### src/hdl/uart_rx_parity_baud_regs.vh
// Register map, field layout and constants of the serial channel core
`ifndef UART_RX_PARITY_BAUD_REGS_VH
`define UART_RX_PARITY_BAUD_REGS_VH

// Register addresses
`define ADDR_MAIN_CONTROL 4'h0
`define ADDR_BASE_CLOCK_SELECT 4'h1
`define ADDR_DIVISOR 4'h2
`define ADDR_RECEIVE_STATUS 4'h3
`define ADDR_RX_DATA 4'h4
`define ADDR_TX_DATA 4'h5

// Main control fields
`define CTL_POWER_BIT 7
`define CTL_TX_ENABLE_BIT 6
`define CTL_RX_ENABLE_BIT 5
`define CTL_PARITY_HI_BIT 3
`define CTL_PARITY_LO_BIT 2

// Receive status fields
`define STS_PARITY_ERR_BIT 2
`define STS_FRAMING_ERR_BIT 1
`define STS_OVERRUN_ERR_BIT 0
`define STS_TX_BUSY_BIT 7

// Reset values
`define MAIN_CONTROL_RESET 8'h00
`define BASE_CLOCK_SELECT_RESET 8'h00
`define DIVISOR_RESET 8'hFF
`define RX_DATA_RESET 8'hFF

// Parity modes
`define PARITY_NONE 2'h0
`define PARITY_ZERO 2'h1
`define PARITY_ODD 2'h2
`define PARITY_EVEN 2'h3

// Base clock select codes
`define CLKSEL_MAX_DIV 4'hA
`define CLKSEL_EXTERNAL 4'hB

// Divisor limits and counts
`define DIVISOR_MIN 8'h04
`define DATA_BITS 4'h8
`define PRESCALE_WIDTH 10

`endif

### src/hdl/uart_rx_parity_baud.v
// Serial channel core: parity, receive errors, noise filter, baud rate generator
// Behaviour
// - Parity mismatch sets the parity error flag
// - Low stop bit sets the framing error flag
// - Unread buffer on completion: overrun, frame dropped
// - Even parity transmit makes ones count even
// - Even parity receive errors on odd count
// - Odd parity transmit makes ones count odd
// - Odd parity receive errors on even count
// - Zero parity transmit always sends zero
// - Zero parity receive skips the check
// - No parity: no bit, no error
// - Filter changes after two equal samples
// - Receive logic sees line three clocks late
// - Separate 8-bit transmit and receive dividers
// - Dividers clocked only while power bit set
// - Divider ratio comes from divisor register
// - Select code picks prescaler tap or external
// - Base clock select resets to zero
// - Base clock select read and written whole
// - Any error sets flag and raises completion
// - Bit rate is base clock over 2k
//
// Added by the designer: the address-and-strobe port and the register addresses.
`timescale 1ns/1ps
`default_nettype none
`include "uart_rx_parity_baud_regs.vh"

module uart_rx_parity_baud
(
  input wire sys_clk,
  input wire rst,
  input wire [3:0] regAddr,
  input wire [7:0] regWrData,
  input wire regWrite,
  input wire regRead,
  output reg [7:0] regRdData,
  input wire serial_rx_pin,
  input wire ext_baud_clock_pin,
  output reg serialTxPin,
  output reg rx_complete_irq,
  output reg txEnableIrq
);

  ////////////////////////////////////////////////////////////////////////////
  // Helpers

  // Ones-count parity of a data byte
  function parityOf;
    input [7:0] d;
    begin
      parityOf = ^d;
    end
  endfunction

  // Parity bit sent for a given mode
  function txParityBit;
    input [1:0] mode;
    input [7:0] d;
    begin
      if (mode == `PARITY_EVEN)
        txParityBit = parityOf(d);
      else if (mode == `PARITY_ODD)
        txParityBit = ~parityOf(d);
      else
        txParityBit = 1'b0;
    end
  endfunction

  ////////////////////////////////////////////////////////////////////////////
  // Registers

  reg [7:0] main_control_reg; // Power, enables, parity select
  reg [7:0] base_clock_select; // Base clock code
  reg [7:0] divisor_reg; // Divisor k
  reg [2:0] errFlags_reg; // Parity, framing, overrun
  reg [7:0] rxData_reg; // Receive buffer
  reg rxFull_reg; // Buffer holds unread byte
  reg [7:0] txData_reg; // Transmit buffer
  reg txPending_reg; // Transmit buffer waits for shifter

  wire power = main_control_reg[`CTL_POWER_BIT];
  wire txEnable = main_control_reg[`CTL_TX_ENABLE_BIT];
  wire rxEnable = main_control_reg[`CTL_RX_ENABLE_BIT];
  wire [1:0] parityMode = {main_control_reg[`CTL_PARITY_HI_BIT],
    main_control_reg[`CTL_PARITY_LO_BIT]};
  wire [3:0] clkSel = base_clock_select[3:0];

  ////////////////////////////////////////////////////////////////////////////
  // Base clock: prescaler taps and external pin

  reg [`PRESCALE_WIDTH-1:0] prescale_reg; // Free prescaler
  reg [1:0] extSync_reg; // External clock synchroniser
  reg extPrev_reg; // Last synchronised external level
  reg baseTick; // One-cycle base clock enable

  // Prescaler runs only with power on
  always @(posedge sys_clk)
  begin
    if (rst || !power)
    begin
      prescale_reg <= {`PRESCALE_WIDTH{1'b0}};
      extSync_reg <= 2'b00;
      extPrev_reg <= 1'b0;
    end
    else
    begin
      prescale_reg <= prescale_reg + 1'b1;
      extSync_reg <= {extSync_reg[0], ext_baud_clock_pin};
      extPrev_reg <= extSync_reg[1];
    end
  end

  // Tap select: fxx/2^m, or external rising edge
  always @*
  begin
    baseTick = 1'b0;
    if (!power)
      baseTick = 1'b0;
    else if (clkSel == 4'h0)
      baseTick = 1'b1;
    else if (clkSel <= `CLKSEL_MAX_DIV)
      baseTick = &prescale_reg[clkSel - 4'h1 -: 1] &&
        ((prescale_reg & ((10'h001 << clkSel) - 10'h001)) ==
        ((10'h001 << clkSel) - 10'h001));
    else if (clkSel == `CLKSEL_EXTERNAL)
      baseTick = extSync_reg[1] && !extPrev_reg;
    else
      baseTick = 1'b0; // Prohibited codes stop the clock
  end

  ////////////////////////////////////////////////////////////////////////////
  // Receive noise filter: two sampling stages then match detector

  reg [1:0] rxStage_reg; // A and B sampling stages
  reg rxFiltered_reg; // Match detector output, third stage

  // Sample pin on base clock; switch after two equal samples
  always @(posedge sys_clk)
  begin
    if (rst)
    begin
      rxStage_reg <= 2'b11;
      rxFiltered_reg <= 1'b1;
    end
    else if (baseTick)
    begin
      rxStage_reg <= {rxStage_reg[0], serial_rx_pin};
      if (rxStage_reg[1] == rxStage_reg[0])
        rxFiltered_reg <= rxStage_reg[1];
    end
  end

  ////////////////////////////////////////////////////////////////////////////
  // Receiver

  localparam RX_IDLE = 2'b00;
  localparam RX_START = 2'b01;
  localparam RX_BITS = 2'b10;
  localparam RX_STOP = 2'b11;

  reg [1:0] rxState_reg; // Receive state
  reg [7:0] rxDiv_reg; // Receive divider counter
  reg rxHalf_reg; // Second half of bit
  reg [3:0] rxCount_reg; // Bits taken
  reg [8:0] rxShift_reg; // Data plus parity
  reg rxPrevLine_reg; // For falling edge
  wire hasParity = (parityMode != `PARITY_NONE);
  wire [3:0] rxLen = hasParity ? `DATA_BITS + 4'h1 : `DATA_BITS;
  wire rxHalfTick = baseTick && (rxDiv_reg == divisor_reg - 8'h01);
  wire statusRead = regRead && regAddr == `ADDR_RECEIVE_STATUS;
  wire dataRead = regRead && regAddr == `ADDR_RX_DATA;
  reg rxDone; // Frame completes this cycle
  reg [2:0] rxErrSet; // Errors found this frame

  // Receive sequencing and divider
  always @(posedge sys_clk)
  begin
    if (rst || !power || !rxEnable)
    begin
      rxState_reg <= RX_IDLE;
      rxDiv_reg <= 8'h00;
      rxHalf_reg <= 1'b0;
      rxCount_reg <= 4'h0;
      rxShift_reg <= 9'h000;
      rxPrevLine_reg <= 1'b1;
    end
    else
    begin
      rxPrevLine_reg <= rxFiltered_reg;
      if (rxHalfTick)
      begin
        rxDiv_reg <= 8'h00;
        rxHalf_reg <= ~rxHalf_reg;
      end
      else if (baseTick)
        rxDiv_reg <= rxDiv_reg + 8'h01;
      case (rxState_reg)
        RX_IDLE:
        begin
          if (rxPrevLine_reg && !rxFiltered_reg)
          begin
            rxState_reg <= RX_START;
            rxDiv_reg <= 8'h00;
            rxHalf_reg <= 1'b0;
          end
        end
        RX_START:
        begin
          // Midpoint of start bit: confirm low
          if (rxHalfTick && !rxHalf_reg)
          begin
            if (rxFiltered_reg)
              rxState_reg <= RX_IDLE;
            else
            begin
              rxState_reg <= RX_BITS;
              rxCount_reg <= 4'h0;
            end
          end
        end
        RX_BITS:
        begin
          if (rxHalfTick && !rxHalf_reg)
          begin
            rxShift_reg <= {rxFiltered_reg, rxShift_reg[8:1]};
            rxCount_reg <= rxCount_reg + 4'h1;
            if (rxCount_reg == rxLen - 4'h1)
              rxState_reg <= RX_STOP;
          end
        end
        default:
        begin
          if (rxHalfTick && !rxHalf_reg)
            rxState_reg <= RX_IDLE;
        end
      endcase
    end
  end

  // Completion and error detection at stop bit midpoint
  always @*
  begin
    rxDone = power && rxEnable && rxState_reg == RX_STOP && rxHalfTick && !rxHalf_reg;
    rxErrSet = 3'b000;
    if (rxDone)
    begin
      if (parityMode == `PARITY_EVEN)
        rxErrSet[`STS_PARITY_ERR_BIT] = ^rxShift_reg;
      else if (parityMode == `PARITY_ODD)
        rxErrSet[`STS_PARITY_ERR_BIT] = ~^rxShift_reg;
      else
        rxErrSet[`STS_PARITY_ERR_BIT] = 1'b0;
      rxErrSet[`STS_FRAMING_ERR_BIT] = !rxFiltered_reg;
      rxErrSet[`STS_OVERRUN_ERR_BIT] = rxFull_reg && !dataRead;
    end
  end

  ////////////////////////////////////////////////////////////////////////////
  // Transmitter

  reg [3:0] txState_reg; // 0 idle, else bit position
  reg [10:0] txShift_reg; // Start, data, parity, stop
  reg [7:0] txDiv_reg; // Transmit divider counter
  reg txHalf_reg; // Second half of bit
  wire txBitTick = baseTick && (txDiv_reg == divisor_reg - 8'h01) && txHalf_reg;
  wire [3:0] txLen = hasParity ? 4'hB : 4'hA;

  // Transmit shifter with own divider
  always @(posedge sys_clk)
  begin
    if (rst || !power || !txEnable)
    begin
      txState_reg <= 4'h0;
      txShift_reg <= 11'h7FF;
      txDiv_reg <= 8'h00;
      txHalf_reg <= 1'b0;
      serialTxPin <= 1'b1;
    end
    else
    begin
      if (baseTick && txDiv_reg == divisor_reg - 8'h01)
      begin
        txDiv_reg <= 8'h00;
        txHalf_reg <= ~txHalf_reg;
      end
      else if (baseTick)
        txDiv_reg <= txDiv_reg + 8'h01;
      if (txState_reg == 4'h0 && txPending_reg)
      begin
        // Parity bit inserted only when a parity mode is set
        if (hasParity)
          txShift_reg <= {1'b1, txParityBit(parityMode, txData_reg), txData_reg, 1'b0};
        else
          txShift_reg <= {2'b11, txData_reg, 1'b0};
        txState_reg <= txLen;
        txDiv_reg <= 8'h00;
        txHalf_reg <= 1'b0;
      end
      else if (txState_reg != 4'h0 && txBitTick)
      begin
        serialTxPin <= txShift_reg[0];
        txShift_reg <= {1'b1, txShift_reg[10:1]};
        txState_reg <= txState_reg - 4'h1;
      end
    end
  end

  ////////////////////////////////////////////////////////////////////////////
  // Register bus

  // Writes, buffer fills and flag updates
  always @(posedge sys_clk)
  begin
    if (rst)
    begin
      main_control_reg <= `MAIN_CONTROL_RESET;
      base_clock_select <= `BASE_CLOCK_SELECT_RESET;
      divisor_reg <= `DIVISOR_RESET;
      errFlags_reg <= 3'b000;
      rxData_reg <= `RX_DATA_RESET;
      rxFull_reg <= 1'b0;
      txData_reg <= 8'h00;
      txPending_reg <= 1'b0;
      rx_complete_irq <= 1'b0;
      txEnableIrq <= 1'b0;
    end
    else
    begin
      if (regWrite && regAddr == `ADDR_MAIN_CONTROL)
        main_control_reg <= regWrData;
      else if (regWrite && regAddr == `ADDR_BASE_CLOCK_SELECT)
        base_clock_select <= regWrData;
      else if (regWrite && regAddr == `ADDR_DIVISOR)
        divisor_reg <= (regWrData < `DIVISOR_MIN) ? `DIVISOR_MIN : regWrData;
      // Writing 0 clears a flag; a new error wins
      if (regWrite && regAddr == `ADDR_RECEIVE_STATUS)
        errFlags_reg <= (errFlags_reg & regWrData[2:0]) | rxErrSet;
      else
        errFlags_reg <= errFlags_reg | rxErrSet;
      // Buffer fill on any completion without overrun, even with a parity or framing error; overrun frame dropped
      if (rxDone && !rxErrSet[`STS_OVERRUN_ERR_BIT])
      begin
        rxData_reg <= hasParity ? rxShift_reg[7:0] : rxShift_reg[8:1];
        rxFull_reg <= 1'b1;
      end
      else if (dataRead)
        rxFull_reg <= 1'b0;
      rx_complete_irq <= rxDone;
      // Transmit buffer handover
      if (regWrite && regAddr == `ADDR_TX_DATA)
      begin
        txData_reg <= regWrData;
        txPending_reg <= 1'b1;
      end
      else if (txState_reg == 4'h0 && txPending_reg && power && txEnable)
        txPending_reg <= 1'b0;
      txEnableIrq <= txState_reg == 4'h0 && txPending_reg && power && txEnable;
    end
  end

  // Read data one cycle after the read strobe
  always @(posedge sys_clk)
  begin
    if (rst)
      regRdData <= 8'h00;
    else if (regRead && regAddr == `ADDR_MAIN_CONTROL)
      regRdData <= main_control_reg;
    else if (regRead && regAddr == `ADDR_BASE_CLOCK_SELECT)
      regRdData <= base_clock_select;
    else if (regRead && regAddr == `ADDR_DIVISOR)
      regRdData <= divisor_reg;
    else if (statusRead)
      regRdData <= {txState_reg != 4'h0, 4'h0, errFlags_reg};
    else if (dataRead)
      regRdData <= rxData_reg;
    else
      regRdData <= 8'h00; // Unmapped or idle
  end

endmodule // uart_rx_parity_baud

`default_nettype wire

### config.mk
export PLATFORM = sky130hd
export DESIGN_NAME = uart_rx_parity_baud
export DESIGN_NICKNAME = d
export VERILOG_FILES = /design/src/hdl/uart_rx_parity_baud.v
export VERILOG_INCLUDE_DIRS = /design/src /design/src/hdl
export SDC_FILE = /design/constraint.sdc
export NUM_CORES = 1
export LEC_CHECK = 0
export BUFFER_PORTS_ARGS = -buffer_cell sky130_fd_sc_hd__buf_2
export CORE_MARGIN = 5
export CORE_UTILIZATION = 60
export CTS_BUF_LIST = sky130_fd_sc_hd__clkbuf_16
export CTS_CLUSTER_DIAMETER = 80
export CTS_CLUSTER_SIZE = 20
export DETAILED_ROUTE_END_ITERATION = 10
export PLACE_DENSITY = 0.78
export REMOVE_ABC_BUFFERS = 1
export SYNTH_ARGS = -nofsm -noshare
export SYNTH_HDL_FRONTEND = slang
export SYNTH_SLANG_ARGS = --single-unit
### constraint.sdc
create_clock -name sys_clk -period 4.4 [get_ports sys_clk]
set_input_delay 0.44 -clock sys_clk [delete_from_list [all_inputs] [get_ports sys_clk]]
set_output_delay 0.44 -clock sys_clk [all_outputs]
set_load 0.01 [all_outputs]
==> PnR_summary.wiki <==
{| class="wikitable"
! Metric !! Value
|-
| Initial drt markers || 513
|-
| Post-synth EDFFs || 0
|-
| Critical Path Start || base_clock_select[1]
|-
| Peak supply drop || 0.277 mV
|-
| Setup slack of the critical path after layout || 0.433 ns
|-
| Die Outline Area || 0.0126 mm²
|-
| Max-slew violations || 0
|-
| Cell count of the worst reg-to-reg path || 16
|-
| Number of global-route vias before repair || 5107
|-
| Ratio of cells with drive above 1 in the final layout || 10.8%
|-
| Final period demand of the worst path || 3.97 ns
|-
| Share of synthesized area occupied by flip-flops and latches || 38.4%
|-
| Proportion of netlist area held by the largest area contributor || 38.4%
|-
| Syn Area/Cell || 8.68 µm²
|-
| Wire length of the first global-routing pass || 25100 µm
|-
| Number of cells produced by synthesis || 721
|-
| Count of yosys warnings during synthesis || 0
|-
| Least-Margin Pin Slew || 1.07 ns
|-
| Core Box Area || 0.0102 mm²
|-
| Share of total power consumed by net switching || 21.9%
|-
| Setup Slack @ Placement || 0.311 ns
|-
| Cell area power density || 365 mW/mm²
|-
| Distinct cell type count of the synthesized netlist || 71
|-
| Initial cell density of the core || 61.1%
|-
| Leak || 2.49 nW
|-
| Hold Path Class || input pin to register
|-
| Maximum fanout count along the critical path || 10
|-
| Relative contribution of combinational cells to total power || 4.1%
|-
| Final weighted congestion in routability-driven placement || 0.935
|-
| Inserted Clock Buffers || 17
|-
| Overall track demand over capacity in global routing || 24.6%
|-
| Largest net degree at the start of global routing || 68
|-
| Detailed-route via count || 5384
|-
| Filler Cells Inserted || 809
|-
| Final instance count without filler cells || 886
|-
| Internal cell power || 2.00 mW
|-
| Number of top-level pins || 29
|-
| Worst hold path stage count || 2
|-
| Number of antenna violations at the first check in global routing || 0
|-
| Share of synthesized flip-flops with an asynchronous set or reset || 0%
|-
| Startpoint of the worst hold path || ext_baud_clock_pin
|-
| CTS root buf || clkbuf_16
|-
| Average routed wire per standard cell || 17.1 µm
|-
| Critical Path Start Type || register
|-
| Maximum achievable frequency || 0.252 GHz
|-
| Number of max-cap violations || 0
|-
| Type of the worst setup path || register to register
|-
| CTS max path bufs || 2
|-
| Arrival time reported for the critical path endpoint || 4.32 ns
|-
| Remaining global-route overflow || 0
|-
| Vias per inst || 6.08
|-
| Final routed wirelength across all metal layers || 15200 µm
|-
| Unrepaired setup endpoints after global routing || no
|-
| Relative max-transition margin || 28.2%
|-
| Number of H-tree branching levels || 4
|-
| Number of synthesized register bits || 120
|-
| Width of the die || 112 µm
|-
| Height of the die || 112 µm
|-
| CTS tree || done
|-
| Net load switching power || 0.563 mW
|-
| Growth of design area from synthesis to finish || 12.5%
|-
| Share of total power in the clock network || 53.0%
|-
| Number of buffer cells added on primary ports || 28
|-
| Worst-case register-to-register setup slack || 0.43 ns
|-
| DRC errors left || 0
|-
| Startpoint of the worst register-to-register path || base_clock_select[1]
|-
| Final number of hold-violating endpoints || 0
|-
| Leading post-synthesis cells by cell area || dfxtp_1 38%, xnor2_1 6.4%, mux2i_1 4.6%
|-
| Inserted Diodes || 0
|-
| Setup clock skew after layout || 0.00950 ns
|-
| Half-perimeter wire length after detailed placement || 10600 µm
|-
| Antenna violation net count after detailed routing || 0
|-
| Library cell with the largest summed area after synthesis || dfxtp_1
|-
| Worst endpoint required time || 4.75 ns
|-
| DP Cell Count || 854
|-
| Most common flop cell mapped by yosys || dfxtp_1
|-
| Site row count || 37
|-
| Number of hold-repair buffers added at the cts stage || 0
|-
| Status || finished, final reports clean
|-
| First-pass iteration count of the detailed router || 8
|-
| Clock-pin transition on the worst setup and hold timing paths || 0.05 ns
|-
| TritonCTS sink count || 120
|-
| Sort of element at the end of the critical path || register
|-
| Final worst-path cycle share || 90.1%
|-
| Layout net count || 769
|-
| Post-synthesis cell area || 0.00625 mm²
|-
| Endpoints failing setup || 0
|-
| Clock latency at the later pin of the worst-skew pair || 0.43 ns
|-
| Proportion of power drawn by flip-flops and latches || 42.9%
|}
[power by group through the flow]
| stage | combinational (mW) | sequential, mW | clock [mW] |
|---|---|---|---|
| 6_report | 0.106 | 1.10 | 1.36 |
| 5_1_grt | 0.114 | 1.10 | 1.42 |
| 4_1_cts | 0.104 | 1.10 | 1.37 |
| 3_5_place_dp | 0.103 | 1.12 | 0 |
| 3_3_place_gp | 0.102 | 1.12 | 0 |
| 2_1_floorplan | 0.0573 | 1.12 | 0 |
[per-stage QoR]
step | instance area (µm²) | setup TNS, ns | total power, mW | utilization (%) | hold slack (ns)
floorplan | 6050 | -3.48 | 1.18 | - | 0.406
global placement | 6460 | 0 | 1.23 | 63.2 | 0.418
detailed placement | 6460 | 0 | 1.23 | 63.2 | 0.421
CTS | 7040 | 0 | 2.57 | 68.8 | 0.210
global route | 7040 | 0 | 2.64 | 68.8 | 0.233
finish | 7040 | 0 | 2.57 | 68.8 | 0.218
[synthesized netlist by cell type (all sizes together), types with 4 or more instances]
master	count
or3	4
nand4	13
or4	5
mux2i	29
o31a	7
nor3	23
and3	4
xnor2	46
and2	12
inv	16
buf	12
dfxtp	120
a211o	8
nor2	75
xor2	12
a211oi	20
xnor3	5
ha	14
nor4	4
nor3b	7
nor2b	25
a222oi	7
o31ai	7
nand3	27
clkbuf	30
nand2	71
nand2b	5
o21ai	20
a21oi	45
[per-layer routing]
layer,part of all wire (%),global-route usage [%],wire length [µm]
met1,43,30.4,6480
met2,48,40.7,7330
met3,6.4,6.68,974
met4,2.6,10.1,391
met5,0,0,0
[worst max-delay path, stage by stage (launching register included)]
cell and delay, ns:
dfxtp_1 0.48, inv_1 0.16, ha_1 0.22, or3b_4 0.24, ha_1 0.31, or3b_1 0.38, a22oi_1 0.17, o211ai_1 0.12
nor4_2 0.22, a32oi_1 0.18, and2_4 0.23, nor3_1 0.21, ha_1 0.29, nand2_1 0.11, nor2_2 0.33, nand2_1 0.11
a21oi_1 0.13
[cells in the final DEF, fill, tap and decap left out, drive strengths merged, types with 3 or more instances in the layout]
cell and instances:
dfxtp 120, nor2 75, nand2 71, xnor2 46, a21oi 45, buf 39, mux2i 29, nand3 27
nor2b 25, nor3 23, inv 21, a211oi 20, o21ai 20, clkbuf 17, ha 14, nand4 13
xor2 12, and2 12, a211o 8, a222oi 7, o31a 7, o31ai 7, nor3b 7, nand2b 5
or4 5, xnor3 5, clkinv 5, or3 4, and3 4, nor4 4, or2 3, bufinv 3
a2111oi 3, o311ai 3
[timing repair]
| action | in CTS | in global routing |
|---|---|---|
| resized for setup | 0 | 1 |
| setup endpoints to repair | 0 | 10 |
| hold endpoints to repair | 0 | 0 |
| buffers inserted | 0 | 0 |
[final cells by class]
| class | instances | area, µm² | area share (%) |
|---|---|---|---|
| Clock buffer | 17 | 425 | 6.04 |
| Clock inverter | 15 | 146 | 2.08 |
| Inverter | 16 | 60.1 | 0.853 |
| Multi-Input combinational cell | 543 | 3610 | 51.3 |
| Sequential cell | 120 | 2400 | 34.1 |
| Tap cell | 136 | 170 | 2.42 |
| Timing Repair Buffer | 39 | 223 | 3.16 |
[worst paths after layout]
kind	endpoint
setup / recovery	rxShift_reg[2]
hold / removal	extSync_reg[0]
setup reg to reg	rxShift_reg[2]
hold reg to reg	extSync_reg[1]
[logic make-up after synthesis]
logic type / share of synthesized area [%]
mux: 5.54
xor+xnor: 9.92
compound gates: 16.4
buf+inv: 4.16
flops: 38.4
fa+ha+maj: 2.80
simple gates: 22.8
(Power assumes the default switching activity.)
